<file path="src/srbc_regs.vh">
`ifndef SRBC_REGS_VH
`define SRBC_REGS_VH
// ==========================================================
// Register byte offsets
`define SRBC_OFS_REFRESH_CTRL 8'h00
`define SRBC_OFS_DRAM_ACCESS 8'h04
`define SRBC_OFS_BUS_CTRL 8'h08
`define SRBC_OFS_WAIT_CTRL_B 8'h0c
`define SRBC_OFS_STANDBY_CTRL 8'h10
`define SRBC_OFS_STATUS 8'h14
// ==========================================================
// Field positions
`define SRBC_RFSH_EN_BIT 0
`define SRBC_PRE_EXT_LSB 1
`define SRBC_PRE_EXT_MSB 3
`define SRBC_SLEEP_STAT_BIT 7
`define SRBC_TPC_LSB 0
`define SRBC_TPC_MSB 1
`define SRBC_WAR_IDLE_BIT 0
`define SRBC_CAS_LSB 0
`define SRBC_CAS_MSB 2
`define SRBC_OPE_BIT 0
// ==========================================================
// Reset values
`define SRBC_RST_REFRESH_CTRL 8'h00
`define SRBC_RST_DRAM_ACCESS 8'h00
`define SRBC_RST_BUS_CTRL 8'h00
`define SRBC_RST_CAS 3'h7
`define SRBC_RST_OPE 1'b1
// ==========================================================
// Timing counts in states
`define SRBC_AREF_STATES 4'h4
`define SRBC_ACCESS_STATES 2'h2
// ==========================================================
// SDRAM commands
`define SRBC_CMD_NOP 3'h0
`define SRBC_CMD_AUTO 3'h1
`define SRBC_CMD_SELF 3'h2
`define SRBC_CMD_EXIT 3'h3
// ==========================================================
// AXI responses
`define SRBC_RESP_OKAY 2'h0
`define SRBC_RESP_SLVERR 2'h2
`endif

</file>
<file path="src/srbc_bus_seq.v">
`timescale 1ns/1ps
`include "srbc_regs.vh"
module srbc_bus_seq (
    input wire mclk,
    input wire arst_n,
    input wire hold,
    input wire war_idle_en,
    input wire [2:0] cas_sel,
    input wire ext_valid,
    input wire ext_write,
    output reg ext_done,
    output reg busy,
    output reg cyc_active,
    output reg cyc_write,
    output reg idle_cycle,
    output reg lat_state
);
    localparam S_IDLE = 3'd0;
    localparam S_GAP = 3'd1;
    localparam S_ACC = 3'd2;
    localparam S_LAT = 3'd3;

    reg [2:0] state_reg;
    reg [1:0] cnt_reg;
    reg last_read_reg;
    wire [1:0] lat_states;
    wire start;

    // Codes 000..011 give 0..3 latency states; reserved codes clamp to 3
    assign lat_states = cas_sel[2] ? 2'h3 : cas_sel[1:0]; // RULE_12
    assign start = (state_reg == S_IDLE) && ext_valid && !hold && !ext_done;

    always @(posedge mclk or negedge arst_n) begin
        if (!arst_n) begin
            state_reg <= S_IDLE;
            cnt_reg <= 2'h0;
            last_read_reg <= 1'b0;
            ext_done <= 1'b0;
            busy <= 1'b0;
            cyc_active <= 1'b0;
            cyc_write <= 1'b0;
            idle_cycle <= 1'b0;
            lat_state <= 1'b0;
        end else begin
            ext_done <= 1'b0;
            case (state_reg)
                S_IDLE: begin
                    if (start) begin
                        busy <= 1'b1;
                        cyc_write <= ext_write;
                        if (ext_write && last_read_reg && war_idle_en) begin
                            state_reg <= S_GAP; // RULE_10
                            idle_cycle <= 1'b1;
                        end else begin
                            state_reg <= S_ACC; // RULE_11
                            cyc_active <= 1'b1;
                            cnt_reg <= `SRBC_ACCESS_STATES - 2'h1;
                        end
                    end else begin
                        // Done cycle still counts as directly after the read
                        if (!ext_done) begin
                            last_read_reg <= 1'b0;
                        end
                        busy <= 1'b0;
                    end
                end
                S_GAP: begin
                    idle_cycle <= 1'b0;
                    cyc_active <= 1'b1;
                    cnt_reg <= `SRBC_ACCESS_STATES - 2'h1;
                    state_reg <= S_ACC;
                end
                S_ACC: begin
                    if (cnt_reg != 2'h0) begin
                        cnt_reg <= cnt_reg - 2'h1;
                    end else if (!cyc_write && lat_states != 2'h0) begin
                        state_reg <= S_LAT; // RULE_12
                        lat_state <= 1'b1;
                        cnt_reg <= lat_states - 2'h1;
                    end else begin
                        state_reg <= S_IDLE;
                        cyc_active <= 1'b0;
                        ext_done <= 1'b1;
                        last_read_reg <= !cyc_write;
                    end
                end
                S_LAT: begin
                    if (cnt_reg != 2'h0) begin
                        cnt_reg <= cnt_reg - 2'h1;
                    end else begin
                        state_reg <= S_IDLE;
                        lat_state <= 1'b0;
                        cyc_active <= 1'b0;
                        ext_done <= 1'b1;
                        last_read_reg <= 1'b1;
                    end
                end
                default: begin
                    state_reg <= S_IDLE;
                end
            endcase
        end
    end
endmodule // srbc_bus_seq

</file>
<file path="src/srbc_ctrl.v">
// What this block does
// RULE_01 - Self-refresh in standby only when the refresh mode enable bit is 1.
// RULE_02 - Entering software standby with self-refresh selected issues the self-refresh command.
// RULE_03 - Leaving standby clears the sleep refresh status and exits self-refresh automatically.
// RULE_04 - A pending auto refresh completes before self-refresh is entered.
// RULE_05 - No refresh timing or refresh address is driven during self-refresh.
// RULE_06 - Software keeps the output port enable bit set while using self-refresh.
// RULE_07 - Precharge after self-refresh exit is extended by 1 to 7 states.
// RULE_08 - Normal precharge from the two-bit field still applies, extension added.
// RULE_09 - Software picks the extension to meet the memory exit-to-command interval.
// RULE_10 - Write after read with idle bit 1 inserts one idle cycle first.
// RULE_11 - Write after read with idle bit 0 starts immediately.
// RULE_12 - CAS latency codes 000..011 insert 0..3 latency states; others reserved.
`timescale 1ns/1ps
`include "srbc_regs.vh"
module srbc_ctrl (
    input wire mclk,
    input wire arst_n,
    input wire [7:0] s_axi_awaddr,
    input wire s_axi_awvalid,
    output reg s_axi_awready,
    input wire [31:0] s_axi_wdata,
    input wire [3:0] s_axi_wstrb,
    input wire s_axi_wvalid,
    output reg s_axi_wready,
    output reg [1:0] s_axi_bresp,
    output reg s_axi_bvalid,
    input wire s_axi_bready,
    input wire [7:0] s_axi_araddr,
    input wire s_axi_arvalid,
    output reg s_axi_arready,
    output reg [31:0] s_axi_rdata,
    output reg [1:0] s_axi_rresp,
    output reg s_axi_rvalid,
    input wire s_axi_rready,
    input wire standby_req,
    output reg standby_ack,
    input wire refresh_req,
    output reg [2:0] sdram_cmd,
    output reg sdram_cke,
    output reg [11:0] refresh_addr,
    output reg refresh_addr_oe,
    output reg pins_oe,
    output reg sdram_ready,
    input wire ext_valid,
    input wire ext_write,
    output wire ext_done,
    output wire bus_cycle_active,
    output wire bus_cycle_write,
    output wire bus_idle_cycle,
    output wire bus_latency_state
);
    localparam R_IDLE = 3'd0;
    localparam R_AREF = 3'd1;
    localparam R_SELF = 3'd2;
    localparam R_PRE = 3'd3;
    localparam R_STBY = 3'd4;
    localparam [7:0] RST_RC = `SRBC_RST_REFRESH_CTRL;

    // ======================================================
    // Registers
    reg refresh_mode_enable;
    reg [2:0] post_refresh_precharge_extend;
    reg sleep_refresh_status;
    reg [1:0] precharge_cycle_count;
    reg write_after_read_idle;
    reg [2:0] cas_latency_select;
    reg output_port_enable;
    reg [7:0] aw_addr_reg;
    reg [31:0] w_data_reg;
    reg [3:0] w_strb_reg;
    reg aw_full_reg;
    reg w_full_reg;
    reg [2:0] rstate_reg;
    reg [3:0] rcnt_reg;
    reg pending_reg;
    reg [31:0] rdata_next;
    reg rdec_ok;
    reg wdec_ok;
    wire seq_busy;
    wire do_write;
    wire pend_take;
    wire [3:0] pre_states;

    assign do_write = aw_full_reg && w_full_reg && !s_axi_bvalid;
    // Normal precharge states plus extension after self-refresh exit
    assign pre_states = {2'h0, precharge_cycle_count} + 4'h1 +
                        {1'b0, post_refresh_precharge_extend}; // RULE_07 RULE_08

    // ======================================================
    // Register decode
    always @* begin
        rdata_next = 32'h0;
        rdec_ok = 1'b1;
        case (s_axi_araddr)
            `SRBC_OFS_REFRESH_CTRL: begin
                rdata_next[`SRBC_RFSH_EN_BIT] = refresh_mode_enable;
                rdata_next[`SRBC_PRE_EXT_MSB:`SRBC_PRE_EXT_LSB] = post_refresh_precharge_extend;
                rdata_next[`SRBC_SLEEP_STAT_BIT] = sleep_refresh_status;
            end
            `SRBC_OFS_DRAM_ACCESS: begin
                rdata_next[`SRBC_TPC_MSB:`SRBC_TPC_LSB] = precharge_cycle_count;
            end
            `SRBC_OFS_BUS_CTRL: begin
                rdata_next[`SRBC_WAR_IDLE_BIT] = write_after_read_idle;
            end
            `SRBC_OFS_WAIT_CTRL_B: begin
                rdata_next[`SRBC_CAS_MSB:`SRBC_CAS_LSB] = cas_latency_select;
            end
            `SRBC_OFS_STANDBY_CTRL: begin
                rdata_next[`SRBC_OPE_BIT] = output_port_enable;
            end
            `SRBC_OFS_STATUS: begin
                rdata_next[2:0] = rstate_reg;
                rdata_next[3] = pending_reg;
                rdata_next[4] = seq_busy;
            end
            default: begin
                rdec_ok = 1'b0;
            end
        endcase
    end

    always @* begin
        case (aw_addr_reg)
            `SRBC_OFS_REFRESH_CTRL: wdec_ok = 1'b1;
            `SRBC_OFS_DRAM_ACCESS: wdec_ok = 1'b1;
            `SRBC_OFS_BUS_CTRL: wdec_ok = 1'b1;
            `SRBC_OFS_WAIT_CTRL_B: wdec_ok = 1'b1;
            `SRBC_OFS_STANDBY_CTRL: wdec_ok = 1'b1;
            `SRBC_OFS_STATUS: wdec_ok = 1'b1;
            default: wdec_ok = 1'b0;
        endcase
    end

    // ======================================================
    // AXI4-Lite slave
    always @(posedge mclk or negedge arst_n) begin
        if (!arst_n) begin
            s_axi_awready <= 1'b0;
            s_axi_wready <= 1'b0;
            s_axi_bvalid <= 1'b0;
            s_axi_bresp <= `SRBC_RESP_OKAY;
            s_axi_arready <= 1'b0;
            s_axi_rvalid <= 1'b0;
            s_axi_rresp <= `SRBC_RESP_OKAY;
            s_axi_rdata <= 32'h0;
            aw_addr_reg <= 8'h0;
            w_data_reg <= 32'h0;
            w_strb_reg <= 4'h0;
            aw_full_reg <= 1'b0;
            w_full_reg <= 1'b0;
            refresh_mode_enable <= RST_RC[`SRBC_RFSH_EN_BIT];
            post_refresh_precharge_extend <= 3'h0;
            precharge_cycle_count <= 2'h0;
            write_after_read_idle <= 1'b0;
            cas_latency_select <= `SRBC_RST_CAS;
            output_port_enable <= `SRBC_RST_OPE;
        end else begin
            if (!aw_full_reg && !s_axi_bvalid && !s_axi_awready) begin
                s_axi_awready <= 1'b1;
            end
            if (!w_full_reg && !s_axi_bvalid && !s_axi_wready) begin
                s_axi_wready <= 1'b1;
            end
            if (s_axi_awvalid && s_axi_awready) begin
                aw_addr_reg <= s_axi_awaddr;
                aw_full_reg <= 1'b1;
                s_axi_awready <= 1'b0;
            end
            if (s_axi_wvalid && s_axi_wready) begin
                w_data_reg <= s_axi_wdata;
                w_strb_reg <= s_axi_wstrb;
                w_full_reg <= 1'b1;
                s_axi_wready <= 1'b0;
            end
            if (do_write) begin
                aw_full_reg <= 1'b0;
                w_full_reg <= 1'b0;
                s_axi_bvalid <= 1'b1;
                s_axi_bresp <= wdec_ok ? `SRBC_RESP_OKAY : `SRBC_RESP_SLVERR;
                if (w_strb_reg[0]) begin
                    case (aw_addr_reg)
                        `SRBC_OFS_REFRESH_CTRL: begin
                            refresh_mode_enable <= w_data_reg[`SRBC_RFSH_EN_BIT];
                            post_refresh_precharge_extend <=
                                w_data_reg[`SRBC_PRE_EXT_MSB:`SRBC_PRE_EXT_LSB];
                        end
                        `SRBC_OFS_DRAM_ACCESS: begin
                            precharge_cycle_count <= w_data_reg[`SRBC_TPC_MSB:`SRBC_TPC_LSB];
                        end
                        `SRBC_OFS_BUS_CTRL: begin
                            write_after_read_idle <= w_data_reg[`SRBC_WAR_IDLE_BIT];
                        end
                        `SRBC_OFS_WAIT_CTRL_B: begin
                            cas_latency_select <= w_data_reg[`SRBC_CAS_MSB:`SRBC_CAS_LSB];
                        end
                        `SRBC_OFS_STANDBY_CTRL: begin
                            output_port_enable <= w_data_reg[`SRBC_OPE_BIT];
                        end
                        default: begin
                        end
                    endcase
                end
            end
            if (s_axi_bvalid && s_axi_bready) begin
                s_axi_bvalid <= 1'b0;
            end
            if (!s_axi_rvalid && !s_axi_arready) begin
                s_axi_arready <= 1'b1;
            end
            if (s_axi_arvalid && s_axi_arready) begin
                s_axi_arready <= 1'b0;
                s_axi_rvalid <= 1'b1;
                s_axi_rdata <= rdata_next;
                s_axi_rresp <= rdec_ok ? `SRBC_RESP_OKAY : `SRBC_RESP_SLVERR;
            end
            if (s_axi_rvalid && s_axi_rready) begin
                s_axi_rvalid <= 1'b0;
            end
        end
    end

    // ======================================================
    // Refresh and standby sequencer
    assign pend_take = (rstate_reg == R_IDLE || rstate_reg == R_AREF) &&
                       pending_reg && rcnt_reg == 4'h0 && !seq_busy;

    always @(posedge mclk or negedge arst_n) begin
        if (!arst_n) begin
            rstate_reg <= R_IDLE;
            rcnt_reg <= 4'h0;
            pending_reg <= 1'b0;
            sleep_refresh_status <= 1'b0;
            standby_ack <= 1'b0;
            sdram_cmd <= `SRBC_CMD_NOP;
            sdram_cke <= 1'b1;
            refresh_addr <= 12'h0;
            refresh_addr_oe <= 1'b0;
            pins_oe <= 1'b1;
            sdram_ready <= 1'b1;
        end else begin
            // New request wins over the clear of the pending flag
            pending_reg <= refresh_req | (pending_reg & !pend_take);
            sdram_cmd <= `SRBC_CMD_NOP;
            refresh_addr_oe <= 1'b0;
            // Pins stay driven in standby only while output_port_enable is 1, so CKE holds low
            pins_oe <= output_port_enable | !standby_ack; // RULE_06
            if (rcnt_reg != 4'h0) begin
                rcnt_reg <= rcnt_reg - 4'h1;
            end
            case (rstate_reg)
                R_IDLE: begin
                    if (pend_take) begin
                        sdram_cmd <= `SRBC_CMD_AUTO;
                        refresh_addr_oe <= 1'b1;
                        refresh_addr <= refresh_addr + 12'h1;
                        rcnt_reg <= `SRBC_AREF_STATES;
                        rstate_reg <= R_AREF;
                    end else if (standby_req && !seq_busy && !pending_reg && !refresh_req) begin // RULE_04
                        standby_ack <= 1'b1;
                        if (refresh_mode_enable) begin
                            sdram_cmd <= `SRBC_CMD_SELF; // RULE_01 RULE_02
                            sdram_cke <= 1'b0;
                            sleep_refresh_status <= 1'b1;
                            sdram_ready <= 1'b0;
                            rstate_reg <= R_SELF;
                        end else begin
                            rstate_reg <= R_STBY; // RULE_01
                        end
                    end
                end
                R_AREF: begin
                    // Standby waits here until the auto refresh ends
                    if (rcnt_reg == 4'h1) begin
                        rstate_reg <= R_IDLE; // RULE_04
                    end
                end
                R_SELF: begin
                    // Memory times its own refresh; address stays undriven
                    refresh_addr_oe <= 1'b0; // RULE_05
                    if (!standby_req) begin
                        sdram_cmd <= `SRBC_CMD_EXIT; // RULE_03
                        sdram_cke <= 1'b1;
                        sleep_refresh_status <= 1'b0; // RULE_03
                        standby_ack <= 1'b0;
                        rcnt_reg <= pre_states; // RULE_07 RULE_08
                        rstate_reg <= R_PRE;
                    end
                end
                R_PRE: begin
                    if (rcnt_reg == 4'h1) begin
                        sdram_ready <= 1'b1;
                        rstate_reg <= R_IDLE;
                    end
                end
                R_STBY: begin
                    if (!standby_req) begin
                        standby_ack <= 1'b0;
                        rstate_reg <= R_IDLE;
                    end
                end
                default: begin
                    rstate_reg <= R_IDLE;
                end
            endcase
        end
    end

    // ======================================================
    // External bus cycle sequencer
    srbc_bus_seq u_seq (
        .mclk(mclk),
        .arst_n(arst_n),
        .hold(rstate_reg != R_IDLE || pending_reg),
        .war_idle_en(write_after_read_idle),
        .cas_sel(cas_latency_select),
        .ext_valid(ext_valid),
        .ext_write(ext_write),
        .ext_done(ext_done),
        .busy(seq_busy),
        .cyc_active(bus_cycle_active),
        .cyc_write(bus_cycle_write),
        .idle_cycle(bus_idle_cycle),
        .lat_state(bus_latency_state)
    );
endmodule // srbc_ctrl

</file>
<file path="config.mk">
export PLATFORM = sky130hd
export DESIGN_NAME = srbc_ctrl
export DESIGN_NICKNAME = d
export VERILOG_FILES = /design/src/srbc_bus_seq.v /design/src/srbc_ctrl.v
export VERILOG_INCLUDE_DIRS = /design/src /design/src/src
export SDC_FILE = /design/constraint.sdc
export NUM_CORES = 1
export LEC_CHECK = 0
export ABC_AREA = 1
export BUFFER_PORTS_ARGS = -buffer_cell sky130_fd_sc_hd__clkbuf_2
export CORE_ASPECT_RATIO = 1.75
export CORE_UTILIZATION = 24
export CTS_CLUSTER_SIZE = 20
export DETAILED_ROUTE_END_ITERATION = 7
export PLACE_DENSITY_LB_ADDON = 0.2
export SKIP_CTS_REPAIR_TIMING = 1
export SLEW_MARGIN = 20
export SYNTH_ARGS = -nofsm -noshare
export SYNTH_HDL_FRONTEND = slang
export SYNTH_SLANG_ARGS = --single-unit
</file>
<file path="constraint.sdc">
create_clock -name mclk -period 1.7 [get_ports mclk]
set_input_delay 0.085 -clock mclk [delete_from_list [all_inputs] [get_ports mclk]]
set_output_delay 0.085 -clock mclk [all_outputs]
set_load 0.005 [all_outputs]
</file>
==> results by stage <==
Synth:
- For this run, the register share of the synthesized area comes to 0.4655.
- The synthesis warning total is 0.
- Counting flops with a built-in enable in the synthesized netlist gives 0.
- The post-synthesis register bit count is just under 80.
- In the synthesized netlist, the number of instances is roughly 530.
- The dominant synthesized flop cell is dfrtp_1.
- Of the post-synthesis cell area, the dominant cell type holds 0.4219.
- After synthesis, the mean cell area works out to ~8 um^2.
- Of all cell types, the one taking the most synthesized area is dfrtp_1.
- The netlist area before placement is between 4000 and 5000 um^2.
- In the post-synthesis netlist, the biggest area contributors are dfrtp_1 42%, nand2_1 13%, inv_1 5.4%.
- The count of cell types in the netlist is 36.
- The async set or reset register ratio after synthesis is 1.000.

Worst setup path:
- The category of the critical setup timing path is flip-flop to flip-flop.
- The endpoint class of the critical path is a flip-flop.
- The worst-path maximum fanout is 7.
- The worst register-to-register path begins at rcnt_reg[0].
- The arrival time of data at the critical path endpoint is between 1500 and 2000 ps.
- The worst reg-to-reg path cell count is 8.
- The worst setup path is launched from a flip-flop.
- The reg-to-reg critical path endpoint is refresh_addr[0].
- For flop-to-flop paths, the worst setup slack is ~94 ps.
- The data required time at the worst endpoint is between 1500 and 2000 ps.

Power:
- Dividing total power by cell area gives a power density of about 1500 nW/um^2.
- The power dissipated by switching net loads is roughly 3000 uW.
- The reported leakage power is ~0.0027 uW.
- The switching share of total power is 0.3975.
- Of the total power, the clock network draws 0.240.
- The sequential share of power is 0.388.
- The share of total power in combinational logic is 0.371.
- VDD sags by at most roughly 0.0005 V.
- Cell internal power was estimated by the tool at approximately 4700 uW.

Global routing:
- Across every metal layer, demand over resource in global routing totals 0.1214.
- The number of global-route vias before repair is between 3k and 4k.
- The pin count of the biggest net entering global routing is 43.
- Summed over all layers, the global routing overflow is 0.
- The initial antenna violation count is 0.
- The first-pass GRT wire length is approximately 17 mm.

Timing:
- Based on the critical path, the design can be clocked at up to roughly 620 MHz.
- The tightest hold path in the finished design has a slack of -38.71 ps.
- The final-report max-slew violation count is 0.
- For the final database, setup skew stands at about 8.3 ps.
- The count of final setup violators is 0.
- The fraction of the cycle the final worst path needs is 0.9450.
- The final hold violation count is 1.
- Subtracting the final worst setup slack from the clock period gives between 1500 and 2000 ps.

Placement:
- The placer's final routability congestion estimate is 0.8097.
- The number of input and output port buffers inserted is a little under 70.
- Summed over all nets, the half-perimeter wirelength after detailed placement is between 8 and 9 mm.

Layout:
- The commonest non-fill, non-tap cell in the layout is nand2_1.
- The area added between synthesis and finish is 25.79%.
- The number of antenna diodes in the final layout is 0.
- The final core utilization is 0.3111.
- The number of nets in the layout is just over 700.
- The proportion of layout cells with a drive suffix above 1 is 0.2116.
- Leaving out fill and tap cells, the most frequent cells in the layout are 142 x nand2_1, 71 x dfrtp_1, 67 x clkbuf_2.
- The flip-flop count of the largest register, all copies and words added is 12.

Hold path:
- The count of cells along the worst hold path is 3.
- The worst-case hold path end point is w_data_reg[2].
- The path class of the tightest hold or removal check is input port to flip-flop.
- In this run the most critical hold path is launched from s_axi_wdata[2].

Drt:
- The detailed router placed around 3.6k vias in this run.
- Wires add up to 10.49 mm.
- In the routed design, unresolved DRC markers number 0.
- The via count normalized by instance count is between 4 and 5.
- The post-detailed-route wirelength per cell is 12.13 um.
- The first TritonRoute pass finished after 4 iterations.
- The antenna violation net count after detailed routing is 0.
- In this run, the number of DRC markers left after iteration 0 of detailed routing was 85.

CTS:
- Clock tree synthesis inserted a total of 9 buffers.
- The insertion delay to the later sink of the worst-skew pair is about 330 ps.
- The clock transition at the register clock pins on the worst setup and hold paths after CTS is 70 ps.
- The number of H-tree levels is 3.
- The root buffer cell chosen for the clock tree is clkbuf_16.
- The TritonCTS clock tree is built.
- The clock net in this run drives a total of 78 sinks.
- The clock passes through at most 2 buffers.

Floorplan:
- The floorplan row count is 63.
- The effective utilization at floorplan is 0.2474.
- The die width is roughly 100 um.
- In this run the vertical extent of the chip is ~180 um.
- The number of primary I/O pins is 129.
- The die footprint is approximately 18000 um^2.
- The total area inside the core boundary comes to 17030 um^2.

Status:
- The flow ran to the end, but the final reports show violations.
- The final reports fail on negative hold slack.

Flow run:
- The number of max-cap violations is 0.
## area by class of cell
type	instances	area, um^2
tap	227	284.0
multi-input combinational	379	1891
clock inverter	7	61.31
clock buffer	9	225.2
sequential	78	1961
fill	1858	11730
timing repair buffer	97	618.1
inverter	68	257.7
## metal layers
layer,GRT usage,part of all wire
met5,0,0
met4,0.04643,0.020
met3,0.02251,0.032
met2,0.2307,0.56
met1,0.1278,0.39
## worst max-delay path: stages, from the launching register on
cell	delay (ps)
dfrtp_1	410
inv_2	90
ha_4	140
nand2_2	70
nor2_4	140
nand2_4	90
nor2_4	270
buf_4	180
xor2_1	140
## synth_stat cells (4+ instances only)
library cell and instances:
nor2_1 52, buf_4 29, inv_2 6, nand4_1 10, dfstp_2 7, o21ai_1 4
ha_1 12, xor2_1 9, dfrtp_1 71, nor2_2 4, nand2_2 5, nand3_1 31
o21ai_0 39, a21oi_1 13, nor3_1 5, inv_1 61, nand2_1 144
## power by group through the flow
| stage | registers [uW] | clock network [uW] | logic, uW |
|---|---|---|---|
| 2_1_floorplan | 2950 | 0 | 1860 |
| 3_3_place_gp | 3020 | 0 | 2730 |
| 3_5_place_dp | 3040 | 0 | 2770 |
| 4_1_cts | 3010 | 1930 | 2780 |
| 5_1_grt | 3090 | 2000 | 3340 |
| 6_report | 3000 | 1860 | 2870 |
## cells by family after synthesis
kind of cell | Yosys count | share of synthesized area
compound gates | 67 | 0.08616
buf+inv | 99 | 0.1159
simple gates | 259 | 0.2665
fa+ha+maj | 13 | 0.04040
other cells | 1 | 0.0008904
xor+xnor | 11 | 0.02466
flops | 78 | 0.4655
## metrics by stage
| step | TNS, ps | cells | total power (uW) | worst slack [ps] | area, um^2 |
|---|---|---|---|---|---|
| after floorplan | 0 | 556 | 4808 | 189.8 | 4317 |
| after CTS | 0 | 847 | 7717 | 38.03 | 5092 |
| after global routing | -19.45 | 865 | 8430 | -19.45 | 5298 |
| final | 0 | 865 | 7727 | 93.53 | 5298 |
| after global placement | 0 | 831 | 5747 | 63.01 | 4806 |
| after detailed placement | 0 | 831 | 5809 | 40.78 | 4806 |
## worst max path at each step
| stage | endpoint | startpoint |
|---|---|---|
| after floorplan | refresh_addr[2] | rcnt_reg[0] |
| after global placement | u_seq.cnt_reg[0] | cas_latency_select[2] |
| after detailed placement | rcnt_reg[3] | rcnt_reg[0] |
| after CTS | rcnt_reg[0] | rcnt_reg[0] |
| after global routing | rcnt_reg[1] | rcnt_reg[0] |
| final | refresh_addr[0] | rcnt_reg[0] |
Note: power is estimated with default switching activity, not from simulation.
